**src/verilog/timer_pkg.sv**
```systemverilog
// Purpose: shared constants and types for the pwm / pulse / capture timer
// Assumes: 16-bit counter, 16-bit register data, one system clock
// Notes:   register offsets are word indices on the plain register port
package timer_pkg;

  // widths
  localparam int CNT_W  = 16;           // counter and compare_a width
  localparam int CMPP_W = 8;            // compare_p holds the upper byte
  localparam int ADDR_W = 3;            // register index width
  localparam int CTRL_W = 9;            // used bits of the control word

  // register map
  localparam logic [ADDR_W-1:0] ADDR_CTRL   = 3'h0;
  localparam logic [ADDR_W-1:0] ADDR_CMP_A  = 3'h1;
  localparam logic [ADDR_W-1:0] ADDR_CMP_P  = 3'h2;
  localparam logic [ADDR_W-1:0] ADDR_STATUS = 3'h3;
  localparam logic [ADDR_W-1:0] ADDR_COUNT  = 3'h4;

  // status bit positions, write one to clear
  localparam int STAT_A_BIT = 0;
  localparam int STAT_P_BIT = 1;

  // reset values
  localparam logic [CNT_W-1:0]  CNT_RESET  = 16'h0000;
  localparam logic [CNT_W-1:0]  CMPA_RESET = 16'h0000;
  localparam logic [CMPP_W-1:0] CMPP_RESET = 8'h00;
  localparam logic [CTRL_W-1:0] CTRL_RESET = 9'h000;

  // full 16-bit span, used when a compare value reads zero
  localparam logic [CNT_W:0] SPAN_FULL = 17'h1_0000;
  localparam logic [CNT_W:0] ONE_17    = 17'h0_0001;
  // compare_p is scaled by 256: low byte of the target is zero
  localparam logic [7:0]     P_LOW_BYTE = 8'h00;

  // operating mode
  typedef enum logic [1:0] {
    MODE_COMPARE = 2'b00,
    MODE_CAPTURE = 2'b01,
    MODE_PWM     = 2'b10,
    MODE_TIMER   = 2'b11
  } op_mode_t;

  // pin action; in capture mode the same codes pick the edge:
  // 00 rising, 01 falling, 10 both, 11 capture disabled
  typedef enum logic [1:0] {
    PIN_INACTIVE = 2'b00,
    PIN_ACTIVE   = 2'b01,
    PIN_PWM      = 2'b10,
    PIN_PULSE    = 2'b11
  } pin_action_t;

  // control word, msb first, as written at ADDR_CTRL
  typedef struct packed {
    logic        timer_run;
    op_mode_t    op_mode_sel;
    pin_action_t pin_action_sel;
    logic        output_level_ctrl;
    logic        output_invert;
    logic        duty_period_swap;
    logic        clear_source_sel;
  } timer_ctrl_one_t;

  // pin event pulses from the synchroniser
  typedef struct packed {
    logic rise;
    logic fall;
  } pin_edge_t;

  // counts to reach a compare value; zero stands for the full span
  function automatic logic [CNT_W:0] span_of(input logic [CNT_W-1:0] val);
    span_of = (val == CNT_RESET) ? SPAN_FULL : {1'b0, val};
  endfunction : span_of

endpackage : timer_pkg

```
**src/verilog/pin_edge_sync.sv**
```systemverilog
// Purpose: bring an outside pin into the clock domain and flag its edges
// Assumes: pin is asynchronous to clk_sys_i
// Notes:   edges appear two clock edges after the pin moves
`timescale 1ns/10ps
`default_nettype none
module pin_edge_sync (
  // clock and reset
  input  wire logic                 clk_sys_i,
  input  wire logic                 nrst_i,
  // raw pin
  input  wire logic                 pin_i,
  // edge pulses, one cycle each
  output var timer_pkg::pin_edge_t  edge_o
);

  logic meta;   // first stage, read only by sync
  logic sync;   // second stage, safe to use
  logic last;   // previous synced level for edge detect

  // two-stage synchroniser plus history flop
  always_ff @(posedge clk_sys_i or negedge nrst_i) begin
    if (!nrst_i) begin
      meta <= 1'b0;
      sync <= 1'b0;
      last <= 1'b0;
    end else begin
      meta <= pin_i;
      sync <= meta;
      last <= sync;
    end
  end

  // edge decode from the safe stages only
  assign edge_o.rise = sync & ~last;
  assign edge_o.fall = ~sync & last;

endmodule : pin_edge_sync
`default_nettype wire

```
**src/verilog/timer_pwm_pulse_capture.sv**
```systemverilog
// Purpose: 16-bit timer with pwm output, single pulse and input capture
// Assumes: counter ticks on every clk_sys_i edge while running
// Notes:   registers on a plain port; read data one cycle after the strobe
//
// Functional notes
// - pwm: one compare sets period, other duty
// - pwm ignores clear_source_sel
// - pwm flags a and p matches separately
// - level ctrl picks polarity; pin action forces
// - output_invert flips the driven pin
// - swap 0: period p*256 or 65536
// - duty at or above period: always active
// - swap 1: period a, duty p*256
// - counter runs while pin is forced
// - pulse mode: pwm mode plus action 11
// - trigger pin rising edge sets timer_run
// - run rise starts counter and leading edge
// - a match or software clear ends pulse
// - pulse mode a match raises flag
// - pulse counter zeroed only on run rise
// - capture mode 01, started by run rise
// - capture edge latches counter into compare_a
// - capture counter free runs until stopped
// - capture p match clears counter, flags
// - capture edge code 11 disables capture
// - capture mode drives no output
// - capture edge codes: rise, fall, both
// - pwm selected by mode 10, action 10
// - action codes: inactive, active, pwm, pulse
//
// Chosen here: the plain strobed port and the placing of the registers.
`timescale 1ns/10ps
`default_nettype none
module timer_pwm_pulse_capture #(
  parameter int CNT_W = timer_pkg::CNT_W
) (
  // clock and reset
  input  wire logic                          clk_sys_i,
  input  wire logic                          nrst_i,

  // register port
  input  wire logic [timer_pkg::ADDR_W-1:0]  addr_i,
  input  wire logic [CNT_W-1:0]              wr_data_i,
  input  wire logic                          wr_i,
  input  wire logic                          rd_i,
  output logic      [CNT_W-1:0]              rd_data_o,

  // outside pins
  input  wire logic                          pulse_trigger_pin_i,
  input  wire logic                          capture_input_pin_i,
  output logic                               timer_output_pin_o,

  // sticky match flags, also readable in status
  output logic                               match_a_flag_o,
  output logic                               match_p_flag_o
);

  // the logic below is written for exactly the documented width
  if (CNT_W != timer_pkg::CNT_W) begin : g_width_check
    $error("timer counter width must be 16");
  end

  // programmable state
  timer_pkg::timer_ctrl_one_t       ctrl;         // control word
  logic [CNT_W-1:0]                 cmp_a;        // compare_a_value
  logic [timer_pkg::CMPP_W-1:0]     cmp_p;        // compare_p_value

  // running state
  logic [CNT_W-1:0]                 cnt;          // main up-counter
  logic                             next_run;     // run bit after this edge

  // synchronised pin edges
  timer_pkg::pin_edge_t             trig_edge;    // pulse trigger pin
  timer_pkg::pin_edge_t             cap_edge;     // capture input pin

  // decoded helpers
  logic                             run_rise;     // run went low to high
  logic                             mode_cap;     // capture mode
  logic                             mode_out;     // pwm family of modes
  logic                             mode_pulse;   // single pulse mode
  logic [CNT_W:0]                   cnt_next;     // count plus one, 17 bit
  logic [CNT_W:0]                   a_span;       // counts to compare a
  logic [CNT_W:0]                   p_span;       // counts to compare p*256
  logic                             a_hit;        // comparator a match
  logic                             p_hit;        // comparator p match
  logic [CNT_W:0]                   period_span;  // pwm period in counts
  logic [CNT_W:0]                   duty_span;    // pwm duty in counts
  logic                             period_hit;   // pwm period end
  logic                             pwm_active;   // pwm waveform, active high
  logic                             cap_event;    // capture edge qualified
  logic                             wave_active;  // chosen active state
  logic                             next_pin;     // pin level before flop
  logic                             set_a;        // raise flag a
  logic                             set_p;        // raise flag p
  logic                             clr_a;        // software clears flag a
  logic                             clr_p;        // software clears flag p
  logic                             wr_ctrl;      // write to control word

  // pin synchronisers, two flops before any use
  pin_edge_sync u_trig_sync (
    .clk_sys_i (clk_sys_i),
    .nrst_i    (nrst_i),
    .pin_i     (pulse_trigger_pin_i),
    .edge_o    (trig_edge)
  );

  pin_edge_sync u_cap_sync (
    .clk_sys_i (clk_sys_i),
    .nrst_i    (nrst_i),
    .pin_i     (capture_input_pin_i),
    .edge_o    (cap_edge)
  );

  // mode decode
  assign mode_cap   = (ctrl.op_mode_sel == timer_pkg::MODE_CAPTURE);
  assign mode_out   = (ctrl.op_mode_sel == timer_pkg::MODE_PWM);
  // pulse needs both codes; software must not move the action bits
  assign mode_pulse = mode_out && (ctrl.pin_action_sel == timer_pkg::PIN_PULSE);
  // start seen a cycle early, so the count clears as run sets
  assign run_rise   = next_run && !ctrl.timer_run;
  assign wr_ctrl    = wr_i && (addr_i == timer_pkg::ADDR_CTRL);

  // comparators: a hit means the next count reaches the compare value
  // so the clear lands exactly on the span edge
  assign cnt_next = {1'b0, cnt} + timer_pkg::ONE_17;
  assign a_span   = timer_pkg::span_of(cmp_a);
  assign p_span   = timer_pkg::span_of({cmp_p, timer_pkg::P_LOW_BYTE});
  assign a_hit    = (cnt_next == a_span);
  assign p_hit    = (cnt_next == p_span);

  // pwm roles follow the swap bit; clear_source_sel is not looked at
  // swapping while running gives one odd period
  always_comb begin
    if (ctrl.duty_period_swap) begin
      period_span = a_span;
      duty_span   = p_span;
      period_hit  = a_hit;
    end else begin
      period_span = p_span;
      duty_span   = a_span;
      period_hit  = p_hit;
    end
  end

  // active while below duty; duty not below period holds it active
  // spans are 17 bit, so zero means 65536 counts
  assign pwm_active = ({1'b0, cnt} < duty_span) || (duty_span >= period_span);

  // capture edge select
  // edges lag the pin by the synchroniser
  always_comb begin
    unique case (ctrl.pin_action_sel)
      timer_pkg::PIN_INACTIVE: cap_event = cap_edge.rise;
      timer_pkg::PIN_ACTIVE:   cap_event = cap_edge.fall;
      timer_pkg::PIN_PWM:      cap_event = cap_edge.rise | cap_edge.fall;
      timer_pkg::PIN_PULSE:    cap_event = 1'b0;
    endcase
  end

  // waveform choice; the counter keeps going when the pin is forced
  // pulse code follows run; the pin lags it a cycle
  always_comb begin
    unique case (ctrl.pin_action_sel)
      timer_pkg::PIN_INACTIVE: wave_active = 1'b0;
      timer_pkg::PIN_ACTIVE:   wave_active = 1'b1;
      timer_pkg::PIN_PWM:      wave_active = pwm_active;
      timer_pkg::PIN_PULSE:    wave_active = ctrl.timer_run;
    endcase
  end

  // active level from level ctrl, then optional inversion
  always_comb begin
    if (mode_out) begin
      next_pin = (wave_active ? ctrl.output_level_ctrl : !ctrl.output_level_ctrl)
                 ^ ctrl.output_invert;
    end else begin
      // capture and the unserved modes leave the pin low
      next_pin = 1'b0;
    end
  end

  // flag sources
  // only captures raise a flag while stopped
  always_comb begin
    set_a = 1'b0;
    set_p = 1'b0;
    if (mode_cap) begin
      set_a = cap_event;
      set_p = ctrl.timer_run && p_hit;
    end else if (mode_pulse) begin
      set_a = ctrl.timer_run && a_hit;
    end else if (mode_out) begin
      set_a = ctrl.timer_run && a_hit;
      set_p = ctrl.timer_run && p_hit;
    end else begin
      // compare and timer modes, kept minimal
      set_a = ctrl.timer_run && a_hit;
      set_p = ctrl.timer_run && p_hit && !ctrl.clear_source_sel;
    end
  end

  // software clear of status bits, write one to clear
  assign clr_a = wr_i && (addr_i == timer_pkg::ADDR_STATUS) && wr_data_i[timer_pkg::STAT_A_BIT];
  assign clr_p = wr_i && (addr_i == timer_pkg::ADDR_STATUS) && wr_data_i[timer_pkg::STAT_P_BIT];

  // next run bit: software write first, then hardware overrides;
  // worked out ahead so the counter clear lines up with the start
  always_comb begin
    next_run = ctrl.timer_run;
    if (wr_ctrl) begin
      // run is the msb of the control word
      next_run = wr_data_i[timer_pkg::CTRL_W-1];
    end
    // comparator a ends the pulse by stopping the timer
    if (mode_pulse && ctrl.timer_run && a_hit) begin
      next_run = 1'b0;
    end
    // trigger pin acts like a software set of run; it wins over a hit
    if (mode_pulse && trig_edge.rise) begin
      next_run = 1'b1;
    end
  end

  // control word; run bit always comes from next_run
  always_ff @(posedge clk_sys_i or negedge nrst_i) begin
    if (!nrst_i) begin
      ctrl <= timer_pkg::timer_ctrl_one_t'(timer_pkg::CTRL_RESET);
    end else begin
      if (wr_ctrl) begin
        ctrl <= timer_pkg::timer_ctrl_one_t'(wr_data_i[timer_pkg::CTRL_W-1:0]);
      end
      // hardware run changes override the same-cycle write
      ctrl.timer_run <= next_run;
    end
  end

  // compare_a: software value, or captured count in capture mode
  // capture works even while the counter is stopped
  always_ff @(posedge clk_sys_i or negedge nrst_i) begin
    if (!nrst_i) begin
      cmp_a <= timer_pkg::CMPA_RESET;
    end else if (mode_cap && cap_event) begin
      // capture wins over a write in the same cycle
      cmp_a <= cnt;
    end else if (wr_i && (addr_i == timer_pkg::ADDR_CMP_A)) begin
      cmp_a <= wr_data_i;
    end
  end

  // compare_p: upper byte of the period or duty
  // the low byte is always zero, so it is not stored
  always_ff @(posedge clk_sys_i or negedge nrst_i) begin
    if (!nrst_i) begin
      cmp_p <= timer_pkg::CMPP_RESET;
    end else if (wr_i && (addr_i == timer_pkg::ADDR_CMP_P)) begin
      cmp_p <= wr_data_i[timer_pkg::CMPP_W-1:0];
    end
  end

  // counter
  always_ff @(posedge clk_sys_i or negedge nrst_i) begin
    if (!nrst_i) begin
      cnt <= timer_pkg::CNT_RESET;
    end else if (run_rise) begin
      // every start begins from zero
      cnt <= timer_pkg::CNT_RESET;
    end else if (!ctrl.timer_run) begin
      // stopped: hold so a read sees a still value
      cnt <= cnt;
    end else if (mode_pulse) begin
      // no clear source in pulse mode; a match stops it instead
      cnt <= cnt_next[CNT_W-1:0];
    end else if (mode_out && period_hit) begin
      // the duty compare only flags, never clears
      cnt <= timer_pkg::CNT_RESET;
    end else if (mode_cap && p_hit) begin
      // p zero spans the full range, so the count tops out there
      cnt <= timer_pkg::CNT_RESET;
    end else if (!mode_out && !mode_cap
                 && (ctrl.clear_source_sel ? a_hit : p_hit)) begin
      // compare and timer modes: software picks the source
      cnt <= timer_pkg::CNT_RESET;
    end else begin
      // free run; capture edges do not disturb it
      cnt <= cnt_next[CNT_W-1:0];
    end
  end

  // flag a, set wins over a clear in the same cycle
  // a lost clear is safer than a lost event
  always_ff @(posedge clk_sys_i or negedge nrst_i) begin
    if (!nrst_i) begin
      match_a_flag_o <= 1'b0;
    end else if (set_a) begin
      match_a_flag_o <= 1'b1;
    end else if (clr_a) begin
      match_a_flag_o <= 1'b0;
    end
  end

  // flag p, set wins over a clear in the same cycle
  // cleared only by writing one to its status bit
  always_ff @(posedge clk_sys_i or negedge nrst_i) begin
    if (!nrst_i) begin
      match_p_flag_o <= 1'b0;
    end else if (set_p) begin
      match_p_flag_o <= 1'b1;
    end else if (clr_p) begin
      match_p_flag_o <= 1'b0;
    end
  end

  // output pin, registered so it cannot glitch
  // low from reset until software picks a mode
  always_ff @(posedge clk_sys_i or negedge nrst_i) begin
    if (!nrst_i) begin
      timer_output_pin_o <= 1'b0;
    end else begin
      timer_output_pin_o <= next_pin;
    end
  end

  // read port; data stands only in the cycle after the strobe
  // reads have no side effects on the flags
  always_ff @(posedge clk_sys_i or negedge nrst_i) begin
    if (!nrst_i) begin
      rd_data_o <= timer_pkg::CNT_RESET;
    end else if (rd_i) begin
      unique case (addr_i)
        timer_pkg::ADDR_CTRL:   rd_data_o <= CNT_W'(ctrl);
        timer_pkg::ADDR_CMP_A:  rd_data_o <= cmp_a;
        timer_pkg::ADDR_CMP_P:  rd_data_o <= CNT_W'(cmp_p);
        timer_pkg::ADDR_STATUS: rd_data_o <= CNT_W'({match_p_flag_o, match_a_flag_o});
        timer_pkg::ADDR_COUNT:  rd_data_o <= cnt;
        // unmapped addresses read as zero
        default:                rd_data_o <= timer_pkg::CNT_RESET;
      endcase
    end else begin
      rd_data_o <= timer_pkg::CNT_RESET;
    end
  end

endmodule : timer_pwm_pulse_capture
`default_nettype wire

```
**config.mk**
```make
export PLATFORM = sky130hd
export DESIGN_NAME = timer_pwm_pulse_capture
export DESIGN_NICKNAME = d
export VERILOG_FILES = /design/src/verilog/timer_pkg.sv /design/src/verilog/pin_edge_sync.sv /design/src/verilog/timer_pwm_pulse_capture.sv
export SDC_FILE = /design/constraint.sdc
export NUM_CORES = 1
export LEC_CHECK = 0
export ABC_AREA = 1
export BUFFER_PORTS_ARGS = -buffer_cell sky130_fd_sc_hd__buf_2
export CORE_MARGIN = 1.5
export CORE_UTILIZATION = 55
export DETAILED_ROUTE_END_ITERATION = 10
export GPL_TIMING_DRIVEN = 0
export PLACE_DENSITY = 0.81
export SLEW_MARGIN = 30
export SYNTH_ARGS = -nofsm -noshare
export SYNTH_HDL_FRONTEND = slang
export SYNTH_SLANG_ARGS = --single-unit
```
**constraint.sdc**
```tcl
create_clock -name clk_sys_i -period 2.2 [get_ports clk_sys_i]
set_input_delay 0.66 -clock clk_sys_i [delete_from_list [all_inputs] [get_ports clk_sys_i]]
set_output_delay 0.66 -clock clk_sys_i [all_outputs]
set_load 0.02 [all_outputs]
```
==> summary.txt, run 1 <==
Worst setup path
  • Crit-path cells: ha_4, nand2_4, nor2_4, nand2_1, nand2_2, nand4_1, nor2_2, nand3_1, nor2_1, nand4_1, nand2_2, buf_4, nand3_1, nand3_2, nand2_1, nand2_1, nand2_1
  • CP most frequent cell: nand2_1
  • Crit-path slowest cell: dfrtp_2
  • Delay of the slowest critical-path stage: 0.42 ns
  • CP endpoint kind: register
  • WP data required: 2.45 ns
  • Critical Path AT: a little under 3 ns
  • Worst Path Class, Setup: register to register
  • Worst Setup Start Kind: register
  • Crit path max fanout: 4

Cells and area
  • Filler cells: approximately 770
  • Design Area, Final: about 7200 µm²
  • Footprint of the multi-input gates: 3565 µm²
  • Reg area: ~1900 µm²
  • Layout Nets: 969
  • Area growth from synthesis to layout: 32.63%
  • Antenna diodes: 0
  • Ratio of cells with drive above 1 in the final layout: 32.07%

Drt
  • Via-to-Cell Ratio: roughly 6.2
  • WL per Instance: approximately 21 µm
  • Final wirelength: 22.02 mm
  • Antenna Nets Post-Route: 0
  • Iteration-0 DRC Markers: between 500 and 600
  • Router iterations before antenna repair: 5
  • DRC violations left: 0
  • Via count: between 6,000 and 7,000

Timing
  • Final hold viol count: 0
  • Period utilization: 123.9%
  • Fin worst setup slack: -0.5251 ns
  • Headroom to the max-slew limit: between 50% and 60%
  • Fin. max-slew vios: 0
  • Fmax: between 300 and 400 MHz
  • WHS: 0.2159 ns
  • Actual slew at the worst max-slew pin: 0.6397 ns
  • Clock Skews: around 0.013 ns
  • Setup violators final: 19
  • RSZ-0062 raised after global routing: true
  • Fin crit period: 2.725 ns

Logic synthesis
  • Most frequent cell after synthesis: nand2_1
  • Yosys top cell area share: 33.89%
  • Post-synth cell types: 38
  • Yosys reg bits: 74
  • Post-synth EDFFs: 0
  • Main flop type after synthesis: dfrtp_1
  • Synthesized area per cell: approximately 7 µm²
  • Dominant cell type by area after synthesis: dfrtp_1
  • Post-synthesis cell area: 5464 µm²
  • Commonest cells post-synth: 233 x nand2_1, 114 x inv_1, 74 x dfrtp_1
  • Async SR Flop Fraction: 100.0%
  • Largest cells by area after synthesis: dfrtp_1 34%, nand2_1 16%, inv_1 7.8%
  • Yosys Warn Count: 0
  • Syn nets: 849
  • Cells after Synth: 798
  • Register area share after synthesis: 33.89%

CTS
  • CTS Buf Count: 9
  • TritonCTS clock tree: built
  • CTS H-tree depth: 3
  • CTS clock-pin slew for the worst setup and hold paths: 0.10 ns
  • Clock Sinks: 74
  • Skew-Pair Late Insertion Delay: about 0.36 ns
  • Bufs on Longest Clock Path: 2
  • CTS Root Cell: clkbuf_8

Die
  • Num rows: 36
  • Width of the chip: about 100 µm
  • Core Area: 9684 µm²
  • Die Ht: 102.7 µm
  • Die area: 10,540 µm²
  • I/O pins: 44
  • Starting density of the core: between 50% and 60%

Pwr
  • Pwr Total: 7.006 mW
  • Peak VDD IR: 0.7725 mV
  • Cell area power density: between 900 and 1000 nW/µm²
  • Leakage Power: 3.646 nW

Hold path
  • Worst min-delay path category: input pin to async pin

GRT
  • Antenna violations before repair: 0
  • Largest net degree at the start of global routing: 48
  • GRT Util Overall: between 40% and 50%
  • Global-route wire length before repair: 32.51 mm
  • Total grt overflow: 0
  • Vias in the first global route: 6,139

Place
  • Pre-CTS setup slack: -0.7712 ns
  • Detailed Place HPWL: ~15 mm
  • Area after DPL: 5898 µm²
  • Routability-driven placement congestion ratio: 1.031
  • IO buf count: 43

Run status
  • Violated checks: setup timing
  • Status: finished, violations left

Job
  • Max Cap Violations: 0
[placed cells by master (no fill, tap or decap), drive strengths merged]
cell	Yosys	final
o221ai	16	16
a21boi	1	1
clkinv	0	2
a32o	1	1
dfrtp	74	74
a31oi	1	1
nand2	239	240
o211ai	5	5
inv	122	122
o21ai	52	52
and3b	1	1
xnor2	3	3
nor2	60	60
clkinvlp	0	4
nor3	7	7
nand3b	1	1
a211oi	3	3
xnor3	2	2
buf	5	116
nand4	31	31
xor2	8	8
ha	26	26
a211o	1	1
bufinv	0	1
a21oi	30	30
clkbuf	21	26
maj3	1	1
o22ai	10	10
nand3	71	72
a221oi	6	6
[registers in the layout, indices dropped and copies added (netlist names)]
signal,flops
u_cap_sync.sync,1
rd_data_o,16
timer_output_pin_o,1
u_trig_sync.last,1
u_trig_sync.sync,1
ctrl,9
cnt,16
u_cap_sync.meta,1
match_a_flag_o,1
u_cap_sync.last,1
u_trig_sync.meta,1
match_p_flag_o,1
cmp_a,16
cmp_p,8
[final timing paths]
kind	startpoint	slack (ns)	cells after the start	end
worst max-delay path	cnt[0]	-0.53	17	cnt[14]
worst min-delay path	nrst_i	0.22	1	cmp_a[15]
worst max register to register	cnt[0]	-0.53	17	cnt[14]
worst min register to register	u_cap_sync.meta	0.36	0	u_cap_sync.sync
max in group asynchronous	nrst_i	1.40	2	cnt[4]
min in group clk_sys_i	u_cap_sync.meta	0.36	0	u_cap_sync.sync
[kinds of logic after synthesis]
| logic type | after synthesis | synth area share (%) |
|---|---|---|
| AO/OA/AOI/OAI | 126 | 14.01 |
| XOR/XNOR | 13 | 2.725 |
| adder cells (fa/ha/maj) | 27 | 6.137 |
| buffers and inverters | 148 | 10.51 |
| flip-flops | 74 | 33.89 |
| AND/OR/NAND/NOR | 410 | 32.72 |
[routing by layer]
metal	global-route usage (%)	routed length (µm)	up-vias
met3	7.864	2210	123
met4	21.39	1324	0
met5	0	0	-
met1	54.33	8476	3102
met2	67.50	10010	463
li1	-	-	2880
[layout make-up]
cell class	count	area share (%)
multi-input cells	578	49.19
repair buffers	108	10.91
clock inverters	7	1.088
inverters	122	6.474
clock buffers	9	1.709
plain buffers	25	2.400
flip-flops and latches	74	25.93
well taps	133	2.296
[what timing repair did]
action	CTS	global route
cloned	3	3
setup endpoints to repair	33	44
endpoints found under the hold margin	0	0
setup buffers	33	27
hold buffers	0	0
pin swaps	39	35
gates resized for setup	120	84
[critical path: cells and delay by family (launching register included)]
family                     cells  cell delay (ns)
buffers and inverters          1             0.15
DFF                            1             0.42
and+or+nand+nor               15             1.88
adders and majority gates      1             0.17
[metrics by stage]
step | utilization, % | TNS [ns] | instances
floorplan | - | -0.8167 | 798
CTS | 69.61 | -5.933 | 1026
global placement | 60.59 | -19.84 | 974
finish | 74.83 | -8.667 | 1056
global route | 74.83 | -11.54 | 1056
detailed placement | 60.90 | -22.32 | 975
[report_power, final]
part           total (mW)  switching [mW]  internal, mW
registers            2.00           0.351          1.65
logic                3.87            2.38          1.49
clock network        1.13           0.602         0.532
total                7.01            3.33          3.67
Power figures use the tool's default switching activity.
==> inputs of run 2 (changes only) <==
ABC_AREA = not set   (was 1)
==> summary.txt, run 2 <==
Job
  • Max Cap Violations: 0 (unchanged)

Cells and area
  • Ratio of cells with drive above 1 in the final layout: 35.08% (+3.0 points)
  • Top Registers: cmp_a x16, cnt x16, rd_data_o x16
  • Footprint of the multi-input gates: 3905 µm² (+9.5%)
  • Reg area: 1868 µm² (-0.60%)
  • Area growth from synthesis to layout: 31.78%
  • Design Area, Final: 7352 µm² (+1.5%)
  • Commonest non-fill, non-tap cell in the layout: dfrtp_1
  • Filler cells: 680 (-11%)
  • Layout Nets: 770 (-21%)
  • Most frequent cells in the layout: 61 x dfrtp_1, 48 x nor2_1, 46 x buf_4
  • Antenna diodes: 0 (unchanged)

Drt
  • Iteration-0 DRC Markers: 638 (+7.8%)
  • Via-to-Cell Ratio: 6.646 (+6.9%)
  • Router iterations before antenna repair: 6 (+1)
  • Final wirelength: 19.84 mm (-9.9%)
  • WL per Instance: 23.15 µm (+11%)
  • DRC violations left: 0 (unchanged)
  • Antenna Nets Post-Route: 0 (unchanged)
  • Via count: 5,696 (-13%)

CTS
  • CTS H-tree depth: 3 (unchanged)
  • Skew-Pair Late Insertion Delay: 0.36 ns (about the same)
  • TritonCTS clock tree: built
  • CTS Buf Count: 9 (unchanged)
  • CTS clock-pin slew for the worst setup and hold paths: 0.09 ns (about the same)
  • Bufs on Longest Clock Path: 2 (unchanged)
  • Clock Sinks: 74 (unchanged)
  • CTS Root Cell: clkbuf_8
  • Hold-fix buffers at CTS: 0 (unchanged)

Logic synthesis
  • Syn nets: 668 (-21%)
  • Synthesized area per cell: 9.042 µm² (+32%)
  • Yosys reg bits: 74 (unchanged)
  • Post-synth cell types: 73 (+92%)
  • Yosys Warn Count: 0 (unchanged)
  • Largest cells by area after synthesis: dfrtp_1 33%, mux2i_1 6.1%, ha_1 5.8%
  • Main combinational cell family by area after synthesis: simple AND/OR/NAND/NOR gates
  • Post-synthesis cell area: 5579 µm² (+2.1%)
  • Most frequent cell after synthesis: dfrtp_1
  • Adder-Cell Fraction of Synth Area: 5.831% (-0.31 points)
  • Post-synth EDFFs: 0 (unchanged)
  • Cells after Synth: 617 (-23%)
  • Yosys top cell area share: 33.19% (-0.70 points)
  • Commonest cells post-synth: 74 x dfrtp_1, 53 x nor2_1, 44 x nand2_1
  • Post-synthesis xor/xnor area fraction: 4.867% (+2.1 points)
  • Synth Area in Compound Gates: 16.46% (+2.4 points)
  • Simple-gate portion of the synthesized area: 22.36% (-10 points)
  • Main flop type after synthesis: dfrtp_1
  • Dominant cell type by area after synthesis: dfrtp_1
  • Async SR Flop Fraction: 100.0% (unchanged)
  • Register area share after synthesis: 33.19% (-0.70 points)
  • Mux share of post-synthesis cell area: 11.21% (+11 points)

Timing
  • Clock Skews: 0.01328 ns (-0.0001007 ns)
  • Headroom to the max-slew limit: 48.02% (-9.3 points)
  • Fmax: 329.4 MHz (-10%)
  • Fin. max-slew vios: 0 (unchanged)
  • Fin crit period: 3.036 ns (+0.3108 ns)
  • Setup violators final: 20 (+1)
  • Fin worst setup slack: -0.8359 ns (-0.3108 ns)
  • Final hold viol count: 0 (unchanged)
  • Period utilization: 138.0% (+14 points)
  • RSZ-0062 raised after global routing: true
  • Actual slew at the worst max-slew pin: 0.7783 ns (+0.1386 ns)

Worst setup path
  • Worst Setup Start Kind: register
  • Critical Path AT: 3.28 ns (+0.30 ns)
  • CP endpoint kind: register
  • WP data required: 2.44 ns (about the same)
  • Reg2Reg Launch Point: cnt[0]
  • Crit path max fanout: 8 (+4)
  • Critical Path Source: cnt[0]
  • Worst Path Class, Setup: register to register

Die
  • Num rows: 36 (unchanged)
  • Die area: 10,760 µm² (+2.0%)
  • Starting density of the core: 56.82% (+0.40 points)
  • Core Area: 9819 µm² (+1.4%)
  • I/O pins: 44 (unchanged)
  • Width of the chip: 103.7 µm (+1.0%)
  • Die Ht: 103.7 µm (+1.0%)

Place
  • Area after DPL: 6116 µm² (+3.7%)
  • Detailed Place HPWL: 12.78 mm (-16%)
  • Routability-driven placement congestion ratio: 0.9885 (-4.1%)
  • IO buf count: 41 (-4.7%)

GRT
  • Total grt overflow: 0 (unchanged)
  • Vias in the first global route: 5,403 (-12%)
  • GRT Util Overall: 34.81% (-7.2 points)
  • Largest net degree at the start of global routing: 45 (-6.3%)
  • Global-route wire length before repair: 29.21 mm (-10%)
  • Antenna violations before repair: 0 (unchanged)

Pwr
  • Cell area power density: 1018 nW/µm² (+5.3%)
  • Pwr Total: 7.484 mW (+6.8%)
  • Leakage Power: 3.245 nW (-11%)
  • Peak VDD IR: 0.9815 mV (+27%)

Hold path
  • Worst min-delay path category: input pin to async pin

Run status
  • Violated checks: setup timing
  • Status: finished, violations left
==> run 2: cell count changes after synthesis, sizes merged, moves of 11 or more <==
cell | previous run | this run
mux2i | 0 | 34
o221ai | 16 | 2
o21ai | 52 | 27
inv | 122 | 22
nand4 | 31 | 10
buf | 5 | 20
mux2 | 0 | 21
clkbuf | 21 | 32
nand2 | 239 | 45
nand3 | 71 | 24
nor4 | 0 | 12
xnor2 | 3 | 17
==> run 2: final timing paths <==
check | cells past startpoint | end | slack (ns)
hold reg to reg | 0 | u_trig_sync.sync | 0.34
setup reg to reg | 13 | cnt[8] | -0.84
setup / recovery | 13 | cnt[8] | -0.84
max in group asynchronous | 2 | cmp_a[5] | 1.28
min in group clk_sys_i | 0 | u_trig_sync.sync | 0.34
hold / removal | 1 | cmp_a[11] | 0.31
==> run 2: per-layer routing <==
metal | global-route usage (%) | routed length [µm] | up-vias
met4 | 15.87 | 1154 | 0
li1 | - | - | 2451
met5 | 0 | 0 | -
met3 | 7.174 | 2139 | 123
met1 | 46.58 | 7437 | 2713
met2 | 54.33 | 9106 | 409
==> run 2: report_power, final <==
part | switching (mW) | internal [mW]
clock network | 0.569 | 0.876
registers | 0.673 | 1.68
logic | 1.96 | 1.72
==> run 2: final cells by class <==
class                      count  share of cell area (%)
sequential                    74                   25.41
buffer                        45                   4.510
inverter                      22                   1.123
clock buffer                  10                   1.736
tap                          133                   2.263
multi-input combinational    469                   53.11
clock inverter                 6                   1.872
timing repair buffer          98                   9.973
==> run 2: metrics by stage <==
stage	util (%)	setup TNS, ns	setup slack [ns]	hold slack [ns]	std cells
after floorplan	-	-7.380	-0.4824	0.3312	617
after global routing	74.87	-14.65	-0.8628	0.3544	857
after CTS	70.64	-13.09	-0.7627	0.3245	841
after detailed placement	62.28	-26.19	-1.157	0.3402	792
after global placement	62.00	-24.86	-1.132	0.3402	791
final	74.87	-13.82	-0.8359	0.3104	857
==> run 2: cell families after synthesis <==
logic type / count (synthesis)
compound gates: 135
xor+xnor: 31
fa+ha+maj: 26
flops: 74
mux: 57
buf+inv: 74
simple gates: 220
==> run 2: worst max-delay path, cell delays in order (launching register included) <==
cell      delay, ns
dfrtp_1        0.43
ha_4           0.17
nand4_1        0.14
buf_6          0.19
buf_4          0.15
nor2_1         0.20
o311ai_2       0.12
a2111o_1       0.37
nor4b_4        0.29
a31o_1         0.21
buf_6          0.18
buf_8          0.15
nor3_1         0.06
o31a_1         0.25
==> run 2: what timing repair did <==
| action | CTS | global route |
|---|---|---|
| gates cloned | 4 | 0 |
| pin swaps | 25 | 17 |
| resized for setup | 69 | 65 |
| setup buffers | 35 | 19 |
| setup endpoints to repair | 24 | 27 |
